==> config.mk <==
export PLATFORM = sky130hd
export DESIGN_NAME = eacc_config
export DESIGN_NICKNAME = d
export VERILOG_FILES = /design/src/inc/eacc_pkg.sv /design/src/hdl/eacc_config.sv /design/src/hdl/eacc_crc_engine.sv
export SDC_FILE = /design/constraint.sdc
export NUM_CORES = 1
export LEC_CHECK = 0
export BUFFER_PORTS_ARGS = -buffer_cell sky130_fd_sc_hd__buf_2
export CAP_MARGIN = 20
export CORE_ASPECT_RATIO = 0.8
export CORE_MARGIN = 4
export CORE_UTILIZATION = 40
export CTS_CLUSTER_SIZE = 8
export DETAILED_ROUTE_END_ITERATION = 7
export MAX_ROUTING_LAYER = met4
export PLACE_DENSITY_LB_ADDON = 0.1
export SLEW_MARGIN = 0
export SYNTH_ARGS = -nofsm -noshare
export SYNTH_HDL_FRONTEND = slang
export SYNTH_SLANG_ARGS = --single-unit
==> constraint.sdc <==
create_clock -name mclk -period 3.55 [get_ports mclk]
set_input_delay 0.1775 -clock mclk [delete_from_list [all_inputs] [get_ports mclk]]
set_output_delay 0.1775 -clock mclk [all_outputs]
set_load 0.01 [all_outputs]
==> src/inc/eacc_pkg.sv <==
// Package: register map, field layout and constants for the energy/checksum config slice
`default_nettype none
package eacc_pkg;
  // ------------------------------------------------------------
  // Register offsets (internal register port)
  // ------------------------------------------------------------
  localparam logic [11:0] FILTER_PERIOD_CONFIG_ADDR = 12'h4AF;
  localparam logic [11:0] ENERGY_POWER_CONFIG_ADDR  = 12'h4B0;
  localparam logic [11:0] CHECKSUM_TRIGGER_ADDR     = 12'h4B4;
  localparam logic [11:0] CHECKSUM_COVERAGE_ADDR    = 12'h4B5;

  // ------------------------------------------------------------
  // Field positions and writable masks
  // ------------------------------------------------------------
  localparam int USER_PERIOD_SELECT_BIT   = 12;
  localparam int HIGHPASS_CORNER_LSB      = 9;
  localparam int NOLOAD_WINDOW_LSB        = 13;
  localparam int SIGN_SEL_REACTIVE_BIT    = 7;
  localparam int SIGN_SEL_ACTIVE_BIT      = 6;
  localparam int CLEAR_ON_READ_BIT        = 5;
  localparam int ENERGY_LOAD_MODE_BIT     = 4;
  localparam int ENERGY_INTERVAL_MODE_BIT = 1;
  localparam int ACCUMULATOR_ENABLE_BIT   = 0;
  localparam int CHECKSUM_FORCE_BIT       = 0;
  localparam int COVER_LSB                = 10;
  localparam int COVER_COUNT              = 6;

  localparam logic [15:0] FILTER_PERIOD_MASK = 16'h1E00;
  localparam logic [15:0] ENERGY_POWER_MASK  = 16'hE0F3;
  localparam logic [15:0] COVERAGE_MASK      = 16'hFC00;

  // ------------------------------------------------------------
  // Reset values
  // ------------------------------------------------------------
  localparam logic [15:0] FILTER_PERIOD_RESET = 16'h0C00;
  localparam logic [15:0] ENERGY_POWER_RESET  = 16'h0000;
  localparam logic [15:0] COVERAGE_RESET      = 16'h0000;

  // ------------------------------------------------------------
  // Checksum engine and no-load window constants
  // ------------------------------------------------------------
  localparam logic [15:0] CRC_SEED = 16'hFFFF;
  localparam logic [15:0] CRC_POLY = 16'h1021;
  localparam logic [2:0]  NOLOAD_DISABLE_CODE = 3'h7;
  localparam logic [3:0]  NOLOAD_BASE_LOG2    = 4'h6;

  typedef enum logic [1:0]
  {
    EACC_IDLE = 2'b00,
    EACC_SCAN = 2'b01,
    EACC_DONE = 2'b11
  } eacc_crc_state_t;
endpackage
`default_nettype wire

==> src/hdl/eacc_config.sv <==
// Module: energy accumulation, filter/period and checksum configuration registers
`default_nettype none
module eacc_config
(
  // Clock and reset
  input  wire logic        mclk,
  input  wire logic        reset,
  // Register port
  input  wire logic        reg_wr,
  input  wire logic        reg_rd,
  input  wire logic [11:0] reg_addr,
  input  wire logic [15:0] reg_wdata,
  output var  logic [15:0] reg_rdata_ff,
  // Device context
  input  wire logic        run_bit,
  input  wire logic        highpass_disable,
  input  wire logic        energy_read_strobe,
  input  wire logic        total_reactive_sign,
  input  wire logic        fund_reactive_sign,
  input  wire logic        total_active_sign,
  input  wire logic        fund_active_sign,
  input  wire logic [95:0] cover_data,
  // Settings driven into the metrology core
  output var  logic        use_user_period_ff,
  output var  logic [2:0]  highpass_corner_ff,
  output var  logic        highpass_active_ff,
  output var  logic [3:0]  noload_log2_ff,
  output var  logic        noload_enable_ff,
  output var  logic        reverse_reactive_flag_ff,
  output var  logic        reverse_active_flag_ff,
  output var  logic        energy_clear_ff,
  output var  logic        energy_load_mode_ff,
  output var  logic        energy_interval_mode_ff,
  output var  logic        accumulator_run_ff,
  // Checksum status
  output var  logic        checksum_done_ff,
  output var  logic        checksum_busy_ff,
  output var  logic [15:0] checksum_value_ff
);

  // ------------------------------------------------------------
  // Timing summary
  // ------------------------------------------------------------
  // Offset map: filter/period 0x4AF, energy/power 0x4B0, checksum force 0x4B4,
  // coverage select 0x4B5; every other offset is unmapped.
  // Writes land at the edge that samples reg_wr; reads answer one cycle later
  // through reg_rdata_ff, which falls back to zero when no read is pending.
  // Every setting toward the metrology core is re-registered, so it trails
  // its register by one cycle; a consumer needing the new value must wait.
  // The sign selections pass the chosen sign straight through, one cycle late.
  // highpass_active_ff is only the inverse of the disable input; the corner code is kept.
  // The checksum start is registered too, so busy rises two edges after the
  // force write and done follows once all six coverage slots are walked.
  // Skipped slots still cost a cycle, which keeps the latency fixed and lets
  // firmware poll on a known budget rather than on the coverage pattern.
  // Limitation: force writes that arrive while busy are silently dropped.
  // Reserved bits never reach a flip-flop: the write masks drop them on entry,
  // so a read can never show stale reserved state.

  // ------------------------------------------------------------
  // Address decode, shared by write and read paths
  // ------------------------------------------------------------
  function automatic logic [1:0] decode(input logic [11:0] a);
    logic [1:0] r;
    r = 2'h0;
    if (a == eacc_pkg::FILTER_PERIOD_CONFIG_ADDR)
      r = 2'h0;
    else if (a == eacc_pkg::ENERGY_POWER_CONFIG_ADDR)
      r = 2'h1;
    else if (a == eacc_pkg::CHECKSUM_TRIGGER_ADDR)
      r = 2'h2;
    else
      r = 2'h3;
    return r;
  endfunction

  // True only for the four mapped offsets; others ignore writes and read zero
  function automatic logic hit(input logic [11:0] a);
    return (a == eacc_pkg::FILTER_PERIOD_CONFIG_ADDR) ||
           (a == eacc_pkg::ENERGY_POWER_CONFIG_ADDR)  ||
           (a == eacc_pkg::CHECKSUM_TRIGGER_ADDR)     ||
           (a == eacc_pkg::CHECKSUM_COVERAGE_ADDR);
  endfunction

  logic [15:0] filter_period_ff;
  logic [15:0] nxt_filter_period;
  logic [15:0] energy_power_ff;
  logic [15:0] nxt_energy_power;
  logic [15:0] coverage_ff;
  logic [15:0] nxt_coverage;
  logic        crc_start_ff;
  logic        nxt_crc_start;
  logic [15:0] nxt_rdata;
  logic        crc_done_pulse;
  logic [15:0] crc_result;

  // ------------------------------------------------------------
  // Register writes; reserved bits are masked off on the way in
  // ------------------------------------------------------------
  always_comb
  begin
    nxt_filter_period = filter_period_ff;
    nxt_energy_power  = energy_power_ff;
    nxt_coverage      = coverage_ff;
    nxt_crc_start     = 1'b0;
    if (reg_wr && hit(reg_addr))
    begin
      case (decode(reg_addr))
        2'h0: nxt_filter_period = reg_wdata & eacc_pkg::FILTER_PERIOD_MASK;
        2'h1: nxt_energy_power  = reg_wdata & eacc_pkg::ENERGY_POWER_MASK;
        2'h2: nxt_crc_start     = reg_wdata[eacc_pkg::CHECKSUM_FORCE_BIT];
        default: nxt_coverage   = reg_wdata & eacc_pkg::COVERAGE_MASK;
      endcase
    end
  end

  // ------------------------------------------------------------
  // Read mux; force bit is self-clearing so it always reads zero
  // ------------------------------------------------------------
  always_comb
  begin
    nxt_rdata = 16'h0000;
    if (reg_rd && hit(reg_addr))
    begin
      case (decode(reg_addr))
        2'h0: nxt_rdata = filter_period_ff;
        2'h1: nxt_rdata = energy_power_ff;
        2'h2: nxt_rdata = 16'h0000;
        default: nxt_rdata = coverage_ff;
      endcase
    end
  end

  // Configuration registers and read data
  always_ff @(posedge mclk)
  begin
    if (reset)
    begin
      filter_period_ff <= eacc_pkg::FILTER_PERIOD_RESET;
      energy_power_ff  <= eacc_pkg::ENERGY_POWER_RESET;
      coverage_ff      <= eacc_pkg::COVERAGE_RESET;
      crc_start_ff     <= 1'b0;
      reg_rdata_ff     <= 16'h0000;
    end
    else
    begin
      filter_period_ff <= nxt_filter_period;
      energy_power_ff  <= nxt_energy_power;
      coverage_ff      <= nxt_coverage;
      crc_start_ff     <= nxt_crc_start;
      reg_rdata_ff     <= nxt_rdata;
    end
  end

  // ------------------------------------------------------------
  // Decoded settings toward the metrology core
  // ------------------------------------------------------------
  logic        nxt_use_user_period;
  logic [2:0]  nxt_hp_corner;
  logic        nxt_hp_active;
  logic [3:0]  nxt_noload_log2;
  logic        nxt_noload_en;
  logic        nxt_rev_reactive;
  logic        nxt_rev_active;
  logic        nxt_energy_clear;
  logic        nxt_load_mode;
  logic        nxt_interval_mode;
  logic        nxt_acc_run;
  logic [2:0]  noload_code;

  // Settings are registered so every output leaves a flip-flop
  always_comb
  begin
    noload_code         = energy_power_ff[eacc_pkg::NOLOAD_WINDOW_LSB +: 3];
    nxt_use_user_period = filter_period_ff[eacc_pkg::USER_PERIOD_SELECT_BIT];
    nxt_hp_corner       = filter_period_ff[eacc_pkg::HIGHPASS_CORNER_LSB +: 3];
    nxt_hp_active       = ~highpass_disable;
    // Window length is 2^(6+code) samples; top code turns thresholding off
    nxt_noload_log2     = eacc_pkg::NOLOAD_BASE_LOG2 + {1'b0, noload_code};
    nxt_noload_en       = (noload_code != eacc_pkg::NOLOAD_DISABLE_CODE);
    nxt_rev_reactive    = energy_power_ff[eacc_pkg::SIGN_SEL_REACTIVE_BIT] ?
                          fund_reactive_sign : total_reactive_sign;
    nxt_rev_active      = energy_power_ff[eacc_pkg::SIGN_SEL_ACTIVE_BIT] ?
                          fund_active_sign : total_active_sign;
    // One pulse per read strobe while clear-on-read is set; the accumulator itself owns the zeroing
    nxt_energy_clear    = energy_power_ff[eacc_pkg::CLEAR_ON_READ_BIT] &&
                          energy_read_strobe;
    nxt_load_mode       = energy_power_ff[eacc_pkg::ENERGY_LOAD_MODE_BIT];
    nxt_interval_mode   = energy_power_ff[eacc_pkg::ENERGY_INTERVAL_MODE_BIT];
    nxt_acc_run         = energy_power_ff[eacc_pkg::ACCUMULATOR_ENABLE_BIT] &&
                          run_bit;
  end

  // Settings register stage
  always_ff @(posedge mclk)
  begin
    if (reset)
    begin
      use_user_period_ff       <= 1'b0;
      highpass_corner_ff       <=
        eacc_pkg::FILTER_PERIOD_RESET[eacc_pkg::HIGHPASS_CORNER_LSB +: 3];
      highpass_active_ff       <= 1'b0;
      noload_log2_ff           <= 4'h0;
      noload_enable_ff         <= 1'b0;
      reverse_reactive_flag_ff <= 1'b0;
      reverse_active_flag_ff   <= 1'b0;
      energy_clear_ff          <= 1'b0;
      energy_load_mode_ff      <= 1'b0;
      energy_interval_mode_ff  <= 1'b0;
      accumulator_run_ff       <= 1'b0;
    end
    else
    begin
      use_user_period_ff       <= nxt_use_user_period;
      highpass_corner_ff       <= nxt_hp_corner;
      highpass_active_ff       <= nxt_hp_active;
      noload_log2_ff           <= nxt_noload_log2;
      noload_enable_ff         <= nxt_noload_en;
      reverse_reactive_flag_ff <= nxt_rev_reactive;
      reverse_active_flag_ff   <= nxt_rev_active;
      energy_clear_ff          <= nxt_energy_clear;
      energy_load_mode_ff      <= nxt_load_mode;
      energy_interval_mode_ff  <= nxt_interval_mode;
      accumulator_run_ff       <= nxt_acc_run;
    end
  end

  // ------------------------------------------------------------
  // Checksum engine and done flag
  // ------------------------------------------------------------
  // A start landing while a run still drains is dropped on both sides, so the
  // engine can never rescan while busy already reads low
  logic        crc_launch;
  assign crc_launch = crc_start_ff && !checksum_busy_ff;

  eacc_crc_engine u_crc
  (
    .mclk       (mclk),
    .reset      (reset),
    .start      (crc_launch),
    .cover_en   (coverage_ff[eacc_pkg::COVER_LSB +: eacc_pkg::COVER_COUNT]),
    .cover_data (cover_data),
    .done_pulse (crc_done_pulse),
    .crc_value  (crc_result)
  );

  logic        nxt_crc_done;
  logic        nxt_crc_busy;
  logic [15:0] nxt_crc_value;

  // Done flag is sticky until a new run; a done in the start cycle still wins
  always_comb
  begin
    nxt_crc_done  = checksum_done_ff;
    nxt_crc_busy  = checksum_busy_ff;
    nxt_crc_value = checksum_value_ff;
    // Busy gates new starts so one run is never restarted half way
    if (crc_launch)
    begin
      nxt_crc_done = 1'b0;
      nxt_crc_busy = 1'b1;
    end
    if (crc_done_pulse)
    begin
      nxt_crc_done  = 1'b1;
      nxt_crc_busy  = 1'b0;
      nxt_crc_value = crc_result;
    end
  end

  // Checksum status register stage
  always_ff @(posedge mclk)
  begin
    if (reset)
    begin
      checksum_done_ff  <= 1'b0;
      checksum_busy_ff  <= 1'b0;
      checksum_value_ff <= 16'h0000;
    end
    else
    begin
      checksum_done_ff  <= nxt_crc_done;
      checksum_busy_ff  <= nxt_crc_busy;
      checksum_value_ff <= nxt_crc_value;
    end
  end

endmodule
`default_nettype wire

==> src/hdl/eacc_crc_engine.sv <==
// Module: configuration checksum engine walking the covered registers
`default_nettype none
module eacc_crc_engine
(
  // Clock and reset
  input  wire logic                         mclk,
  input  wire logic                         reset,
  // Control
  input  wire logic                         start,
  input  wire logic [eacc_pkg::COVER_COUNT-1:0] cover_en,
  input  wire logic [16*eacc_pkg::COVER_COUNT-1:0] cover_data,
  // Result
  output var  logic                         done_pulse,
  output var  logic [15:0]                  crc_value
);

  // ------------------------------------------------------------
  // Checksum step function
  // ------------------------------------------------------------
  function automatic logic [15:0] crc_word(input logic [15:0] crc, input logic [15:0] word);
    logic [15:0] c;
    c = crc ^ word;
    for (int i = 0; i < 16; i++)
    begin
      c = c[15] ? ((c << 1) ^ eacc_pkg::CRC_POLY) : (c << 1);
    end
    return c;
  endfunction

  eacc_pkg::eacc_crc_state_t state_ff;
  eacc_pkg::eacc_crc_state_t nxt_state;
  logic [2:0]  idx_ff;
  logic [2:0]  nxt_idx;
  logic [15:0] crc_ff;
  logic [15:0] nxt_crc;
  logic        done_ff;
  logic        nxt_done;
  logic [15:0] result_ff;
  logic [15:0] nxt_result;

  // ------------------------------------------------------------
  // One covered register per cycle, skipped ones cost a cycle too
  // ------------------------------------------------------------
  always_comb
  begin
    nxt_state  = state_ff;
    nxt_idx    = idx_ff;
    nxt_crc    = crc_ff;
    nxt_done   = 1'b0;
    nxt_result = result_ff;
    case (state_ff)
      eacc_pkg::EACC_IDLE:
      begin
        if (start)
        begin
          nxt_state = eacc_pkg::EACC_SCAN;
          nxt_idx   = 3'h0;
          nxt_crc   = eacc_pkg::CRC_SEED;
        end
      end
      eacc_pkg::EACC_SCAN:
      begin
        if (cover_en[idx_ff])
        begin
          nxt_crc = crc_word(crc_ff, cover_data[16*idx_ff +: 16]);
        end
        if (idx_ff == 3'(eacc_pkg::COVER_COUNT - 1))
        begin
          nxt_state = eacc_pkg::EACC_DONE;
        end
        else
        begin
          nxt_idx = idx_ff + 3'h1;
        end
      end
      eacc_pkg::EACC_DONE:
      begin
        nxt_result = crc_ff;
        nxt_done   = 1'b1;
        nxt_state  = eacc_pkg::EACC_IDLE;
      end
      default:
      begin
        nxt_state = eacc_pkg::EACC_IDLE;
      end
    endcase
  end

  // Register stage
  always_ff @(posedge mclk)
  begin
    if (reset)
    begin
      state_ff  <= eacc_pkg::EACC_IDLE;
      idx_ff    <= 3'h0;
      crc_ff    <= eacc_pkg::CRC_SEED;
      done_ff   <= 1'b0;
      result_ff <= 16'h0000;
    end
    else
    begin
      state_ff  <= nxt_state;
      idx_ff    <= nxt_idx;
      crc_ff    <= nxt_crc;
      done_ff   <= nxt_done;
      result_ff <= nxt_result;
    end
  end

  assign done_pulse = done_ff;
  assign crc_value  = result_ff;

endmodule
`default_nettype wire

==> impl_metrics.py <==
metrics = {
    "global_routing": {
        "groute.usage.overall_pct": 18.6,
        "grt_pass1_vias": 4212,
        "grt_start_max_net_pins": 51,
        "wire_length_of_the_first_global_routing_pass_um": 21100,
        "gr-total-overflow": 0,
        "initial_antenna_violation_count": 0,
    },
    "timing": {
        "setup-violations-final": 0,
        "finalCriticalPeriod_ps": 3030,
        "slew_headroom_pct": 37.1,
        "hold_fails_final_rpt": 0,
        "drv_slew": 0,
        "post-route-period-util_pct": 85.4,
        "worst_slew_pin_slew_ps": 942,
        "fmaxAchievable_mhz": 330,
        "timing.setup.tns_ps": 0,
        "rsz0062_at_grt": "no",
        "final_critical_path_setup_slack_ps": 518,
        "skew_ps": 7.58,
        "worst_hold_slack_ps": 60.3,
    },
    "outcome": {
        "outcome": "completed",
    },
    "die": {
        "core_area_um2": 12400,
        "floorplan.rows": 36,
        "dieArea_um2": 14700,
        "initial_core_util_pct": 41.5,
        "die_height_um": 109,
        "fp.dieW_um": 135,
        "ioPinCount": 185,
    },
    "clock_network": {
        "clk_latency_worst_skew_pair_ps": 340,
        "cts_hold_buffers": 1,
        "cts.sink_count": 105,
        "cts_htree_levels": 3,
        "path_clk_slew_ps": 70,
        "cts_tree": "done",
        "post_cts_buffers": 0,
        "cell_chosen_for_the_clock_root": "sky130_fd_sc_hd__clkbuf_16",
        "ctsResizeCount": 0,
        "max-clock-path-buffers": 2,
        "cts_buffers": 9,
    },
    "logic_synthesis": {
        "yosysWarnings": 0,
        "number_of_distinct_standard_cells_referenced_by_the_synthesized_netlist": 55,
        "synth_sequential_area_ratio_pct": 40.9,
        "yosys_register_bits": 105,
        "post-synth-top-area-cell": "sky130_fd_sc_hd__dfxtp_1",
        "fraction_of_registers_with_async_set_reset_pct": 0,
        "synth.top_cells.by_count": "105 x sky130_fd_sc_hd__dfxtp_1, 55 x sky130_fd_sc_hd__nand2_1, 54 x sky130_fd_sc_hd__nor2_1",
        "postSynthCellCount": 538,
        "post_synth.cell_area_avg_um2": 9.56,
        "post_synthesis_instance_area_um2": 5140,
        "synth_edf_count": 0,
        "synth.area.top_cells": "sky130_fd_sc_hd__dfxtp_1 41%, sky130_fd_sc_hd__mux2i_1 8.8%, sky130_fd_sc_hd__mux4_2 6.1%",
        "most_used_dff_post_synth": "sky130_fd_sc_hd__dfxtp_1",
        "yosysTopAreaCellShare_pct": 40.9,
        "synth_most_common_cell": "sky130_fd_sc_hd__dfxtp_1",
    },
    "worst_setup_path": {
        "reg2reg_slack_ps": 520,
        "timing.critical_path.required_ps": 3790,
        "worst-path-max-fanout": 11,
        "critical_path_arrival_ps": 3270,
        "critPathLaunchType": "flip-flop",
        "critical_path_class": "reg2reg",
        "r2r_cells": 9,
        "critical_path.reg2reg.endpoint": "u_crc.crc_ff[3]$_SDFFE_PP1P_",
        "setup.worst_path.end_class": "flip-flop",
        "regToRegStartpoint": "u_crc.idx_ff[0]$_SDFFE_PP0P_",
    },
    "place": {
        "gp_routability_congestion": 0.831,
        "io_buffer_count": 178,
        "hpwl_um": 10500,
        "place_worst_setup_slack_ps": 496,
    },
    "detailed_routing": {
        "via_count_of_the_routed_design": 4383,
        "first_iter_violations": 240,
        "avgRoutedWirePerCell_um": 15.3,
        "drt_first_pass_iters": 4,
        "post_drt_via_cell_ratio": 4.97,
        "remaining_drc_errors": 0,
        "detail_route.wirelength_um": 13500,
        "final_antenna_net_count": 0,
    },
    "pwr": {
        "vdd_ir_drop_max_uv": 280,
        "cellLeakagePower_nw": 2.61,
        "powerDensity_nw_per_um2": 375,
    },
    "final_layout": {
        "nets": 844,
        "layout-area-overhead-vs-synth_pct": 25.9,
        "layout-drive-gt1-share_pct": 34.0,
        "nFillCells": 1190,
        "antenna_cells": 0,
    },
    "worst_hold_path": {
        "worst_hold_path.num_cells": 3,
        "worst_hold_path.endpoint": "reverse_active_flag_ff$_SDFF_PP0_",
        "hold_path.class": "in2reg",
        "min_from": "total_active_sign",
    },
    "job": {
        "timing.max_cap.violations": 0,
    },
}
-- cell families after synthesis --
kind of cell / synth area share (%)
buffers and inverters: 4.04
flip-flops: 40.9
other: 0.0729
adder cells (fa/ha/maj): 0.730
AND/OR/NAND/NOR: 18.5
AO/OA/AOI/OAI: 10.7
XOR/XNOR: 9.27
multiplexers: 15.8
-- state kept, by name, summed over array words and instances, names as in the netlist, 2 cells and up --
name and count:
checksum_value_ff 16, u_crc.crc_ff 16, u_crc.crc_value 16, reg_rdata_ff 13, energy_power_ff 9, coverage_ff 6, filter_period_ff 4, noload_log2_ff 4
highpass_corner_ff 3, u_crc.idx_ff 3, u_crc.state_ff 2
-- cells in the final DEF, fill, tap and decap left out, types with 6 or more instances in the layout --
cell                          n
sky130_fd_sc_hd__nor3_1      15
sky130_fd_sc_hd__mux2i_1     45
sky130_fd_sc_hd__nand2_1     55
sky130_fd_sc_hd__inv_1        6
sky130_fd_sc_hd__clkbuf_16    9
sky130_fd_sc_hd__xor2_1      13
sky130_fd_sc_hd__buf_2      178
sky130_fd_sc_hd__nand2b_1     7
sky130_fd_sc_hd__a21oi_1     49
sky130_fd_sc_hd__nor2_1      54
sky130_fd_sc_hd__and3_1      11
sky130_fd_sc_hd__mux4_2      14
sky130_fd_sc_hd__o22a_1       9
sky130_fd_sc_hd__xnor2_1     27
sky130_fd_sc_hd__buf_4       11
sky130_fd_sc_hd__nor2b_1      9
sky130_fd_sc_hd__nand3_1     14
sky130_fd_sc_hd__dfxtp_1    104
sky130_fd_sc_hd__o21ai_0      7
-- critical path: stages, from the launching register on --
cell	delay, ps
sky130_fd_sc_hd__dfxtp_2	540
sky130_fd_sc_hd__buf_4	250
sky130_fd_sc_hd__or3b_2	450
sky130_fd_sc_hd__mux2i_1	150
sky130_fd_sc_hd__and4bb_2	270
sky130_fd_sc_hd__xnor2_1	360
sky130_fd_sc_hd__xnor2_2	210
sky130_fd_sc_hd__xor2_1	360
sky130_fd_sc_hd__a21oi_1	110
sky130_fd_sc_hd__or2_1	220
-- report_power, final --
| group | internal [mW] | switching (mW) | total (mW) | leakage, nW |
|---|---|---|---|---|
| registers | 1.18 | 0.000682 | 1.18 | 0.849 |
| logic | 0.148 | 0.136 | 0.284 | 1.61 |
| clock network | 0.518 | 0.441 | 0.959 | 0.146 |
| total | 1.85 | 0.578 | 2.42 | 2.61 |
-- layer usage --
layer  share of wire (%)  up-vias  GRT usage (%)
li1                    -     2207              -
met1                  49     2055           26.1
met2                  44      111           27.4
met3                 6.3       10           3.93
met4                0.96        0           4.65
met5                   0        -              -
-- worst max-delay path by stage --
stage                                       from                      endpoint  slack, ps  cells past startpoint
finish              u_crc.idx_ff[0]$_SDFFE_PP0P_  u_crc.crc_ff[3]$_SDFFE_PP1P_        520                      9
detailed placement  u_crc.idx_ff[1]$_SDFFE_PP0P_  u_crc.crc_ff[2]$_SDFFE_PP1P_        500                      8
CTS                 u_crc.idx_ff[1]$_SDFFE_PP0P_  u_crc.crc_ff[2]$_SDFFE_PP1P_        470                      8
global route        u_crc.idx_ff[0]$_SDFFE_PP0P_  u_crc.crc_ff[9]$_SDFFE_PP1P_        310                      9
floorplan           u_crc.idx_ff[0]$_SDFFE_PP0P_  u_crc.crc_ff[2]$_SDFFE_PP1P_        740                      9
global placement    u_crc.idx_ff[1]$_SDFFE_PP0P_  u_crc.crc_ff[2]$_SDFFE_PP1P_        510                      8
-- final cells by class --
| type | count | area (µm²) | area share (%) |
|---|---|---|---|
| multi-input combinational | 393 | 2840 | 43.9 |
| sequential | 105 | 2100 | 32.5 |
| timing repair buffer | 191 | 1000 | 15.5 |
| clock buffer | 11 | 253 | 3.90 |
| tap | 171 | 214 | 3.31 |
| clock inverter | 5 | 36.3 | 0.561 |
| inverter | 6 | 22.5 | 0.348 |
-- stage by stage --
step	power (mW)	util [%]	std cells	cell area (µm²)
floorplan	1.38	-	540	5150
global placement	1.49	49.8	865	6170
detailed placement	1.49	49.8	865	6170
CTS	2.46	52.3	882	6470
global route	2.53	52.3	882	6470
finish	2.42	52.3	882	6470
Power figures use the tool's default switching activity.
